File: src/rtl/bcs_pkg.sv
// Shared constants, register map, states and carriers of the charge sequencer.
// Assumes a single 25 MHz clock and an APB master with 32-bit data.
package bcs_pkg;

	// Clock rate and derived timing counts
	localparam int unsigned CLK_HZ = 25_000_000;
	localparam int unsigned SOFT_STEP_US = 400;
	localparam int unsigned SOFT_STEP_CYC = CLK_HZ / 1_000_000 * SOFT_STEP_US;
	localparam int unsigned SEC_S = 1;
	localparam int unsigned SEC_CYC = CLK_HZ * SEC_S;
	localparam int unsigned DET_S = 3;
	localparam int unsigned OST_S = 2;

	////////////////////////////////////////////////////////////////////////////////
	// Register byte offsets
	localparam logic [7:0] OFS_CTRL = 8'h00;
	localparam logic [7:0] OFS_CHG_I = 8'h04;
	localparam logic [7:0] OFS_CHG_V = 8'h08;
	localparam logic [7:0] OFS_CV_TIME = 8'h0C;
	localparam logic [7:0] OFS_ABS_TIME = 8'h10;
	localparam logic [7:0] OFS_TEMP = 8'h14;
	localparam logic [7:0] OFS_STATUS = 8'h18;
	localparam logic [7:0] OFS_EVENT = 8'h1C;

	// Control register bit positions
	localparam int unsigned CTRL_HALT = 0;
	localparam int unsigned CTRL_TEMP = 1;
	localparam int unsigned CTRL_CTERM = 2;
	localparam int unsigned CTRL_NOTERM = 3;
	localparam int unsigned CTRL_PHOS = 4;
	localparam int unsigned CTRL_ALERT_EN = 5;
	localparam int unsigned CTRL_W = 6;

	// Field positions in voltage, temperature and status words
	localparam int unsigned VINC_LSB = 8;
	localparam int unsigned ST_FAULT = 8;
	localparam int unsigned ST_UVCL = 9;
	localparam int unsigned ST_ICL = 10;

	// Reset values, precharge divisor and open/short test current
	localparam logic [CTRL_W-1:0] CTRL_RST = 6'h00;
	localparam logic [4:0] CHG_I_RST = 5'h1F;
	localparam logic [4:0] CHG_V_RST = 5'h1F;
	localparam logic [4:0] VINC_RST = 5'h00;
	localparam logic [15:0] CV_TIME_RST = 16'h3840;
	localparam logic [15:0] ABS_TIME_RST = 16'h0384;
	localparam logic [4:0] PRE_DIV = 5'h0A;
	localparam logic [4:0] OST_I = 5'h01;

	// Sequencer states
	typedef enum logic [3:0] {
		ST_SUSP = 4'h0,
		ST_DET = 4'h1,
		ST_OST = 4'h2,
		ST_SOFT = 4'h3,
		ST_PRE = 4'h4,
		ST_ABS = 4'h5,
		ST_CC = 4'h6,
		ST_CV = 4'h7,
		ST_TERM = 4'h8,
		ST_DFLT = 4'h9
	} bcs_state_e;

	// Comparator flags from the analog side
	typedef struct packed {
		logic vin_near_bat;
		logic bat_stable;
		logic bat_in_range;
		logic bat_low;
		logic bat_at_v;
		logic ibat_below_cx;
		logic ntc_open;
		logic uvcl_trip;
		logic icl_trip;
	} bcs_sense_s;

	// System fault flags
	typedef struct packed {
		logic vin_ov;
		logic supply_uv;
		logic therm_sd;
		logic rt_missing;
		logic cells_bad;
	} bcs_fault_s;

	// Setpoints toward the charge loops
	typedef struct packed {
		logic detect_load;
		logic [4:0] i_set;
		logic [5:0] v_set;
	} bcs_drive_s;

endpackage

File: src/rtl/bcs_top.sv
// Charge-algorithm sequencer with APB register slave and setpoint outputs.
// Assumes analog comparators deliver asynchronous flags; outputs feed DACs.
//
// Overview of operation
// - Constant current until charge voltage, then hold voltage with falling current.
// - Undervoltage loop lowers charge current to keep input above its minimum.
// - Input current loop limits charge current below programmed input maximum.
// - Both input loops only reduce charge current, never the system load.
// - Li-ion with very low battery precharges first, then full rate.
// - Precharge current is target divided by ten, rounded down.
// - Li-ion ends on time by default, on current when enabled.
// - Phosphate mode may stay in constant voltage with no termination.
// - Absorb phase targets charge voltage plus absorb increment.
// - Absorb ends on voltage reached with low current, or on time limit.
// - After absorb, target returns to charge voltage and charging continues.
// - Temperature profile overrides charge current and voltage targets.
// - Input near battery sense voltage returns any state to suspended.
// - Writing one to halt bit suspends from any state.
// - Any system fault forces the suspended state.
// - Each cycle starts with a timed detection test drawing a small load.
// - Stable battery goes to soft-start, otherwise to open/short test.
// - Open/short test charges at minimum current, passes only if in range.
// - Open or very high thermistor resistance declares battery open fault.
// - Maskable alert signals that a detection fault occurred.
// - Soft-start ramps current setpoint one step per fixed interval.
`timescale 1ns/1ps
`default_nettype none

module bcs_top #(
	parameter int unsigned SOFT_CYC = bcs_pkg::SOFT_STEP_CYC,
	parameter int unsigned SEC_CYC = bcs_pkg::SEC_CYC
) (
	input wire logic ref_clk,
	input wire logic rst_n,
	input wire logic psel,
	input wire logic penable,
	input wire logic pwrite,
	input wire logic [7:0] paddr,
	input wire logic [31:0] pwdata,
	output logic [31:0] prdata,
	output logic pready,
	output logic pslverr,
	input wire bcs_pkg::bcs_sense_s sense_in,
	input wire bcs_pkg::bcs_fault_s fault_in,
	output bcs_pkg::bcs_drive_s drive,
	output logic alert
);
	import bcs_pkg::*;

	localparam int SW = $clog2(SOFT_CYC + 1);
	localparam int TW = $clog2(SEC_CYC + 1);

	////////////////////////////////////////////////////////////////////////////////
	// Input synchronisers: the first stage feeds only the second
	bcs_sense_s sense_m_q, sense_q;
	bcs_fault_s fault_m_q, fault_q;

	always_ff @(posedge ref_clk) begin
		sense_m_q <= sense_in;
		sense_q <= sense_m_q;
		fault_m_q <= fault_in;
		fault_q <= fault_m_q;
	end

	////////////////////////////////////////////////////////////////////////////////
	// Register storage
	logic [CTRL_W-1:0] ctrl_q;
	logic [4:0] chg_i_q, chg_v_q, vinc_q, temp_i_q, temp_v_q;
	logic [15:0] cv_time_q, abs_time_q;
	logic dfault_q;
	bcs_state_e st_q, st_d;

	// APB decode; access completes on the second access cycle
	logic acc, wr_go, rd_go, hit;
	assign acc = psel && penable && !pready;
	assign wr_go = psel && penable && pready && pwrite;
	assign rd_go = acc && !pwrite;
	assign hit = (paddr[1:0] == 2'b00) && (paddr <= OFS_EVENT);

	// Read multiplexer
	logic [31:0] rd_val;
	always_comb begin
		case (paddr)
			OFS_CTRL: rd_val = {26'h0, ctrl_q};
			OFS_CHG_I: rd_val = {27'h0, chg_i_q};
			OFS_CHG_V: rd_val = {19'h0, vinc_q, 3'h0, chg_v_q};
			OFS_CV_TIME: rd_val = {16'h0, cv_time_q};
			OFS_ABS_TIME: rd_val = {16'h0, abs_time_q};
			OFS_TEMP: rd_val = {19'h0, temp_v_q, 3'h0, temp_i_q};
			OFS_STATUS: rd_val = {21'h0, sense_q.icl_trip, sense_q.uvcl_trip,
				dfault_q, 4'h0, st_q};
			OFS_EVENT: rd_val = {31'h0, dfault_q};
			default: rd_val = 32'h0000_0000;
		endcase
	end

	// Bus answer: one wait state, error for unmapped words
	always_ff @(posedge ref_clk) begin
		if (!rst_n) begin
			pready <= 1'b0;
			pslverr <= 1'b0;
			prdata <= 32'h0000_0000;
		end else begin
			pready <= acc;
			pslverr <= acc && !hit;
			if (rd_go) begin
				prdata <= hit ? rd_val : 32'h0000_0000;
			end
		end
	end

	// Software writes; a write to a read-only or unmapped word is dropped
	logic wr_ok;
	assign wr_ok = wr_go && hit;
	always_ff @(posedge ref_clk) begin
		if (!rst_n) begin
			ctrl_q <= CTRL_RST;
			chg_i_q <= CHG_I_RST;
			chg_v_q <= CHG_V_RST;
			vinc_q <= VINC_RST;
			cv_time_q <= CV_TIME_RST;
			abs_time_q <= ABS_TIME_RST;
			temp_i_q <= CHG_I_RST;
			temp_v_q <= CHG_V_RST;
		end else if (wr_ok) begin
			case (paddr)
				OFS_CTRL: ctrl_q <= pwdata[CTRL_W-1:0];
				OFS_CHG_I: chg_i_q <= pwdata[4:0];
				OFS_CHG_V: begin
					chg_v_q <= pwdata[4:0];
					vinc_q <= pwdata[VINC_LSB+4:VINC_LSB];
				end
				OFS_CV_TIME: cv_time_q <= pwdata[15:0];
				OFS_ABS_TIME: abs_time_q <= pwdata[15:0];
				OFS_TEMP: begin
					temp_i_q <= pwdata[4:0];
					temp_v_q <= pwdata[VINC_LSB+4:VINC_LSB];
				end
				default: ;
			endcase
		end
	end

	////////////////////////////////////////////////////////////////////////////////
	// Effective targets
	logic [4:0] tgt_i, tgt_v, pre_i;
	logic [5:0] abs_v;
	logic phos, abs_on;
	assign tgt_i = ctrl_q[CTRL_TEMP] ? temp_i_q : chg_i_q;
	assign tgt_v = ctrl_q[CTRL_TEMP] ? temp_v_q : chg_v_q;
	assign pre_i = tgt_i / PRE_DIV;
	assign abs_v = {1'b0, tgt_v} + {1'b0, vinc_q};
	assign phos = ctrl_q[CTRL_PHOS];
	assign abs_on = phos && (vinc_q != 5'h00);

	// Suspend conditions apply in every state
	logic sys_fault, susp_req;
	assign sys_fault = |fault_q;
	assign susp_req = sys_fault || sense_q.vin_near_bat || ctrl_q[CTRL_HALT];

	////////////////////////////////////////////////////////////////////////////////
	// State timers restart whenever the state changes
	logic restart;
	logic [TW-1:0] cyc_q;
	logic [15:0] sec_q;
	logic [SW-1:0] step_q;
	logic [4:0] ramp_q;
	logic sec_tick, step_tick;
	assign restart = (st_d != st_q);
	assign sec_tick = (cyc_q == TW'(SEC_CYC - 1));
	assign step_tick = (step_q == SW'(SOFT_CYC - 1));

	// Seconds counter, saturating
	always_ff @(posedge ref_clk) begin
		if (!rst_n || restart) begin
			cyc_q <= '0;
			sec_q <= 16'h0000;
		end else if (sec_tick) begin
			cyc_q <= '0;
			sec_q <= (sec_q == 16'hFFFF) ? sec_q : sec_q + 16'h0001;
		end else begin
			cyc_q <= cyc_q + TW'(1);
		end
	end

	// Soft-start ramp: one setpoint step per interval
	always_ff @(posedge ref_clk) begin
		if (!rst_n || restart) begin
			step_q <= '0;
			ramp_q <= 5'h00;
		end else if (st_q == ST_SOFT) begin
			step_q <= step_tick ? '0 : step_q + SW'(1);
			if (step_tick && ramp_q < tgt_i) begin
				ramp_q <= ramp_q + 5'h01;
			end
		end
	end

	////////////////////////////////////////////////////////////////////////////////
	// Sequencer next state
	logic det_done, ost_done, cv_done, abs_done;
	assign det_done = sec_q >= 16'(DET_S);
	assign ost_done = sec_q >= 16'(OST_S);
	assign cv_done = sec_q >= cv_time_q;
	assign abs_done = (sense_q.bat_at_v && sense_q.ibat_below_cx)
		|| (sec_q >= abs_time_q);

	// Where soft-start hands over
	bcs_state_e after_soft;
	assign after_soft = (!phos && sense_q.bat_low) ? ST_PRE :
		abs_on ? ST_ABS : ST_CC;

	always_comb begin
		st_d = st_q;
		case (st_q)
			ST_SUSP: st_d = ST_DET;
			ST_DET: begin
				if (sense_q.ntc_open) begin
					st_d = ST_DFLT;
				end else if (det_done) begin
					st_d = sense_q.bat_stable ? ST_SOFT : ST_OST;
				end
			end
			ST_OST: begin
				if (ost_done) begin
					st_d = sense_q.bat_in_range ? ST_SOFT : ST_DFLT;
				end
			end
			ST_SOFT: begin
				if (ramp_q >= tgt_i) begin
					st_d = after_soft;
				end
			end
			ST_PRE: begin
				if (!sense_q.bat_low) begin
					st_d = ST_CC;
				end
			end
			ST_ABS: begin
				if (abs_done) begin
					st_d = ST_CC;
				end
			end
			ST_CC: begin
				if (sense_q.bat_at_v) begin
					st_d = ST_CV;
				end
			end
			ST_CV: begin
				if (phos && ctrl_q[CTRL_NOTERM]) begin
					st_d = ST_CV;
				end else if (ctrl_q[CTRL_CTERM]) begin
					if (sense_q.ibat_below_cx) begin
						st_d = ST_TERM;
					end
				end else if (cv_done) begin
					st_d = ST_TERM;
				end
			end
			ST_TERM: st_d = ST_TERM;
			ST_DFLT: st_d = ST_DFLT;
			default: st_d = ST_SUSP;
		endcase
		if (susp_req) begin
			st_d = ST_SUSP;
		end
	end

	always_ff @(posedge ref_clk) begin
		if (!rst_n) begin
			st_q <= ST_SUSP;
		end else begin
			st_q <= st_d;
		end
	end

	////////////////////////////////////////////////////////////////////////////////
	// Detection fault flag and alert; a new fault beats a clear in the same cycle
	logic df_set, df_clr;
	assign df_set = (st_d == ST_DFLT) && (st_q != ST_DFLT);
	assign df_clr = wr_ok && (paddr == OFS_EVENT) && pwdata[0];
	always_ff @(posedge ref_clk) begin
		if (!rst_n) begin
			dfault_q <= 1'b0;
			alert <= 1'b0;
		end else begin
			dfault_q <= df_set || (dfault_q && !df_clr);
			alert <= ctrl_q[CTRL_ALERT_EN] && (df_set || (dfault_q && !df_clr));
		end
	end

	////////////////////////////////////////////////////////////////////////////////
	// Input limit loops trim a ceiling on the charge setpoint only; the
	// system load path is never touched, so the load keeps priority.
	logic [4:0] lim_q;
	logic trip;
	assign trip = sense_q.uvcl_trip || sense_q.icl_trip;
	always_ff @(posedge ref_clk) begin
		if (!rst_n) begin
			lim_q <= 5'h1F;
		end else if (step_tick || st_q != ST_SOFT) begin
			if (trip && lim_q != 5'h00) begin
				lim_q <= lim_q - 5'h01;
			end else if (!trip && lim_q != 5'h1F) begin
				lim_q <= lim_q + 5'h01;
			end
		end
	end

	// Setpoint selection per state
	logic [4:0] i_raw, i_cmd;
	logic [5:0] v_cmd;
	always_comb begin
		case (st_q)
			ST_OST: i_raw = OST_I;
			ST_SOFT: i_raw = ramp_q;
			ST_PRE: i_raw = pre_i;
			ST_ABS, ST_CC, ST_CV: i_raw = tgt_i;
			default: i_raw = 5'h00;
		endcase
	end
	assign i_cmd = (i_raw > lim_q) ? lim_q : i_raw;
	assign v_cmd = (st_q == ST_ABS) ? abs_v : {1'b0, tgt_v};

	// Drive register toward the analog loops
	always_ff @(posedge ref_clk) begin
		if (!rst_n) begin
			drive <= '0;
		end else begin
			drive.detect_load <= (st_d == ST_DET);
			drive.i_set <= i_cmd;
			drive.v_set <= v_cmd;
		end
	end

endmodule

`default_nettype wire

File: config.mk
export PLATFORM = sky130hd
export DESIGN_NAME = bcs_top
export DESIGN_NICKNAME = d
export VERILOG_FILES = /design/src/rtl/bcs_pkg.sv /design/src/rtl/bcs_top.sv
export SDC_FILE = /design/constraint.sdc
export NUM_CORES = 1
export LEC_CHECK = 0
export BUFFER_PORTS_ARGS = -buffer_cell sky130_fd_sc_hd__buf_2
export CORE_ASPECT_RATIO = 0.9
export CORE_MARGIN = 1.5
export CORE_UTILIZATION = 33
export DETAILED_ROUTE_END_ITERATION = 12
export GPL_TIMING_DRIVEN = 0
export HOLD_SLACK_MARGIN = 0.12
export PLACE_DENSITY = 0.61
export SLEW_MARGIN = 25
export SYNTH_ARGS = -nofsm -noshare
export SYNTH_HDL_FRONTEND = slang
export SYNTH_SLANG_ARGS = --single-unit
File: constraint.sdc
create_clock -name ref_clk -period 3.67 [get_ports ref_clk]
set_clock_uncertainty 0.05 [all_clocks]
set_input_delay 1.101 -clock ref_clk [delete_from_list [all_inputs] [get_ports ref_clk]]
set_output_delay 1.101 -clock ref_clk [all_outputs]
set_load 0.01 [all_outputs]
==> impl_metrics.json <==
{
  "drive_gt1_share_pct": 12.0,
  "synth_edf_count": 0,
  "dpl-instance-area_sq_um": 10300,
  "cts_tree": "done",
  "hold_class": "reg2reg",
  "maxCapViolations": 0,
  "fillCellCount": 2847,
  "grt_max_degree": 20,
  "antennaDiodeCount": 0,
  "finalMaxSlewViolations": 0,
  "drc": 0,
  "initial_core_util_pct": 33.7,
  "dp_hpwl_um": 19400,
  "dr.first_iter.drc_count": 693,
  "synth_top_family_by_area": "simple AND/OR/NAND/NOR gates",
  "cts.sinks": 192,
  "crit_type": "in2reg",
  "row_count": 58,
  "cts_buffer_depth": 2,
  "slowest_stage": "or4_1",
  "crit_top_cell": "clkbuf_1",
  "nets": 1368,
  "ioPinCount": 106,
  "rsz0062_at_grt": "no",
  "dominantRegCellSynth": "dfxtp_1",
  "die_w_um": 182,
  "core_sq_um": 28100,
  "netlist_area_sq_um": 9470,
  "design_area_sq_um": 11000,
  "grt_pass1_wl_um": 41800,
  "die_h_um": 164,
  "yosysWarnings": 0,
  "wirelength_um": 26500,
  "cts-hold-fix-buffers": 0,
  "place_congestion": 0.884,
  "startpoint_type": "primary input",
  "fmax_mhz": 288,
  "syn_avg_cell_area_sq_um": 8.28,
  "async_reset_ff_share_pct": 0,
  "wl_per_cell_um": 16.3,
  "dp_worst_setup_slack_ps": -439,
  "drtAntennaViolNets": 0,
  "status": "complete, no violations",
  "power_density_nw_per_um2": 391,
  "cts_buffers": 17,
  "synth_adder_area_share_pct": 7.95,
  "synthSimpleGateAreaFrac_pct": 22.9,
  "fin_crit_ps": 3480,
  "fp.dieArea_sq_um": 29700,
  "syn_inst": 1144,
  "fin_hold_ws_ps": 278,
  "vias": 8340,
  "ir_drop_v": 0.000321,
  "setup_viol": 0,
  "cp_max_fo": 10,
  "synth_compound_area_share_pct": 14.6,
  "clkSlewWorstSetupHoldPaths_ps": 70,
  "synth.mux.area_fraction_pct": 3.26,
  "postLayoutSetupSlackWorst_ps": 194,
  "yosysSeqAreaShare_pct": 40.6,
  "h-tree-depth": 4,
  "leakage_nw": 4.50,
  "worstSetupEndpointType": "flop",
  "root_buffer": "clkbuf_16",
  "cpPeakStageDelay_ps": 640,
  "yosysUniqueCellTypes": 67,
  "avgViaCountPerCell": 5.14,
  "cp.arrival_ps": 3800,
  "clk_latency_ps": 450,
  "ys_ff_latch": 192,
  "track_usage_pct": 18.1,
  "first_pass_iters": 5,
  "io_buffers": 73,
  "syn2layout_area_growth_pct": 15.7,
  "path_cells": "buf_2 > or4_1 > nor4_4 > and3_1 > clkbuf_1 > clkbuf_1 > nand2_1 > a21oi_1",
  "worstMarginPinSlew_ps": 942,
  "finalCritPeriodShare_pct": 94.7,
  "overflow": 0,
  "cp.required_ps": 3990,
  "antenna_found_initial": 0,
  "timing.slew.headroom_pct": 37.2,
  "synthXorXnorAreaFrac_pct": 4.72,
  "hold_viol": 0,
  "grt_pass1_vias": 7662
}
layout by cell type, fill, tap and decap left out, types with 17 or more instances in the layout:
master,Yosys,routed
nand4_1,17,17
clkbuf_1,39,39
a21oi_1,85,85
and3_1,21,21
buf_2,0,73
dfxtp_1,192,192
nand3_1,49,49
buf_4,17,17
o21ai_0,44,44
ha_1,57,57
nor3_1,20,19
mux2i_1,23,20
inv_1,57,57
nand2_1,184,184
xor2_1,25,25
clkbuf_16,0,17
nor2_1,112,111
xnor2_1,26,26
worst paths after layout:
| kind | start | endpoint | slack [ps] | cells past startpoint |
|---|---|---|---|---|
| max | paddr[0] | cv_time_q[14] | 190 | 8 |
| min | fault_m_q[2] | fault_q[2] | 280 | 0 |
| max reg2reg | ctrl_q[1] | step_q[4] | 300 | 13 |
| min reg2reg | fault_m_q[2] | fault_q[2] | 280 | 0 |
what timing repair did:
action                                 CTS  global route
gates resized for setup                  1            10
setup endpoints to repair                2            82
endpoints found under the hold margin    0             0
buffers inserted                         0             0
flip-flops by register name, indices dropped and copies added, names as in the netlist, 9 cells and up:
register    cells
sec_q          16
cyc_q          25
abs_time_q     16
drive          12
step_q         14
prdata         16
sense_q         9
sense_m_q       9
cv_time_q      16
report_power, final:
| part | switching (mW) | internal (mW) | total, mW |
|---|---|---|---|
| Clock | 0.937 | 0.909 | 1.85 |
| Sequential | 0.0270 | 2.13 | 2.15 |
| Combinational | 0.171 | 0.111 | 0.283 |
through the flow:
step           cells  utilization [%]  setup TNS, ps  power, mW
4_1_cts         1624             38.9              0       4.32
2_1_floorplan   1159                -              0       2.37
5_1_grt         1623             39.0              0       4.44
3_3_place_gp    1592             36.8         -10020       2.47
3_5_place_dp    1592             36.8          -8410       2.48
6_report        1623             39.0              0       4.28
final cells by class:
class                           instances  area [sq um]  area share (%)
Timing Repair Buffer                   73           365            3.33
Clock buffer                           18           429            3.92
Tap cell                              360           450            4.11
Clock inverter                         14           136            1.24
Inverter                               58           218            1.99
Sequential cell                       192          3840            35.1
Buffer                                 63           349            3.19
Multi-Input combinational cell        845          5160            47.1
Yosys cell counts, types with 8 or more instances:
cell / number / area share (%)
buf_4: 17 / 1.3
nor3_1: 20 / 1.1
nand4_1: 17 / 1.1
clkbuf_1: 39 / 1.5
o211ai_1: 13 / 1.0
nand3_1: 49 / 2.6
nor2_1: 112 / 4.4
xor2_1: 25 / 2.3
and3_1: 21 / 1.4
nand2_1: 184 / 7.3
inv_1: 57 / 2.3
a21oi_1: 85 / 4.5
and2_1: 9 / 0.59
nor2b_1: 8 / 0.53
a22oi_1: 10 / 0.79
dfxtp_1: 192 / 41
mux2i_1: 23 / 2.4
nor3b_1: 8 / 0.63
a221oi_1: 11 / 1.0
a31oi_1: 8 / 0.53
a211oi_1: 11 / 0.87
o21ai_0: 44 / 2.3
xnor2_1: 26 / 2.4
ha_1: 57 / 7.5
critical path: cells and delay by family:
family	cells	cell delay, ps
AND/OR/NAND/NOR	4	1580
buffers and inverters	3	970
AO/OA/AOI/OAI	1	130
kinds of logic (layout without fill, tap and decap cells):
kind of cell               Yosys count  in the layout
AOI/OAI and AO/OA                  221            221
xor gates and xnor gates            51             51
adders and majority gates           59             59
buffers and inverters              122            226
DFF                                192            192
muxes                               30             30
other                                1             16
and+or+nand+nor                    468            468
routing by layer:
layer	GRT usage [%]	up-vias	part of all wire (%)
li1	-	4162	-
met5	0	-	0
met1	25.6	3907	48
met3	3.75	26	7.2
met4	5.15	0	1.3
met2	27.8	245	44
No activity file was read; power rests on OpenSTA's default activity.
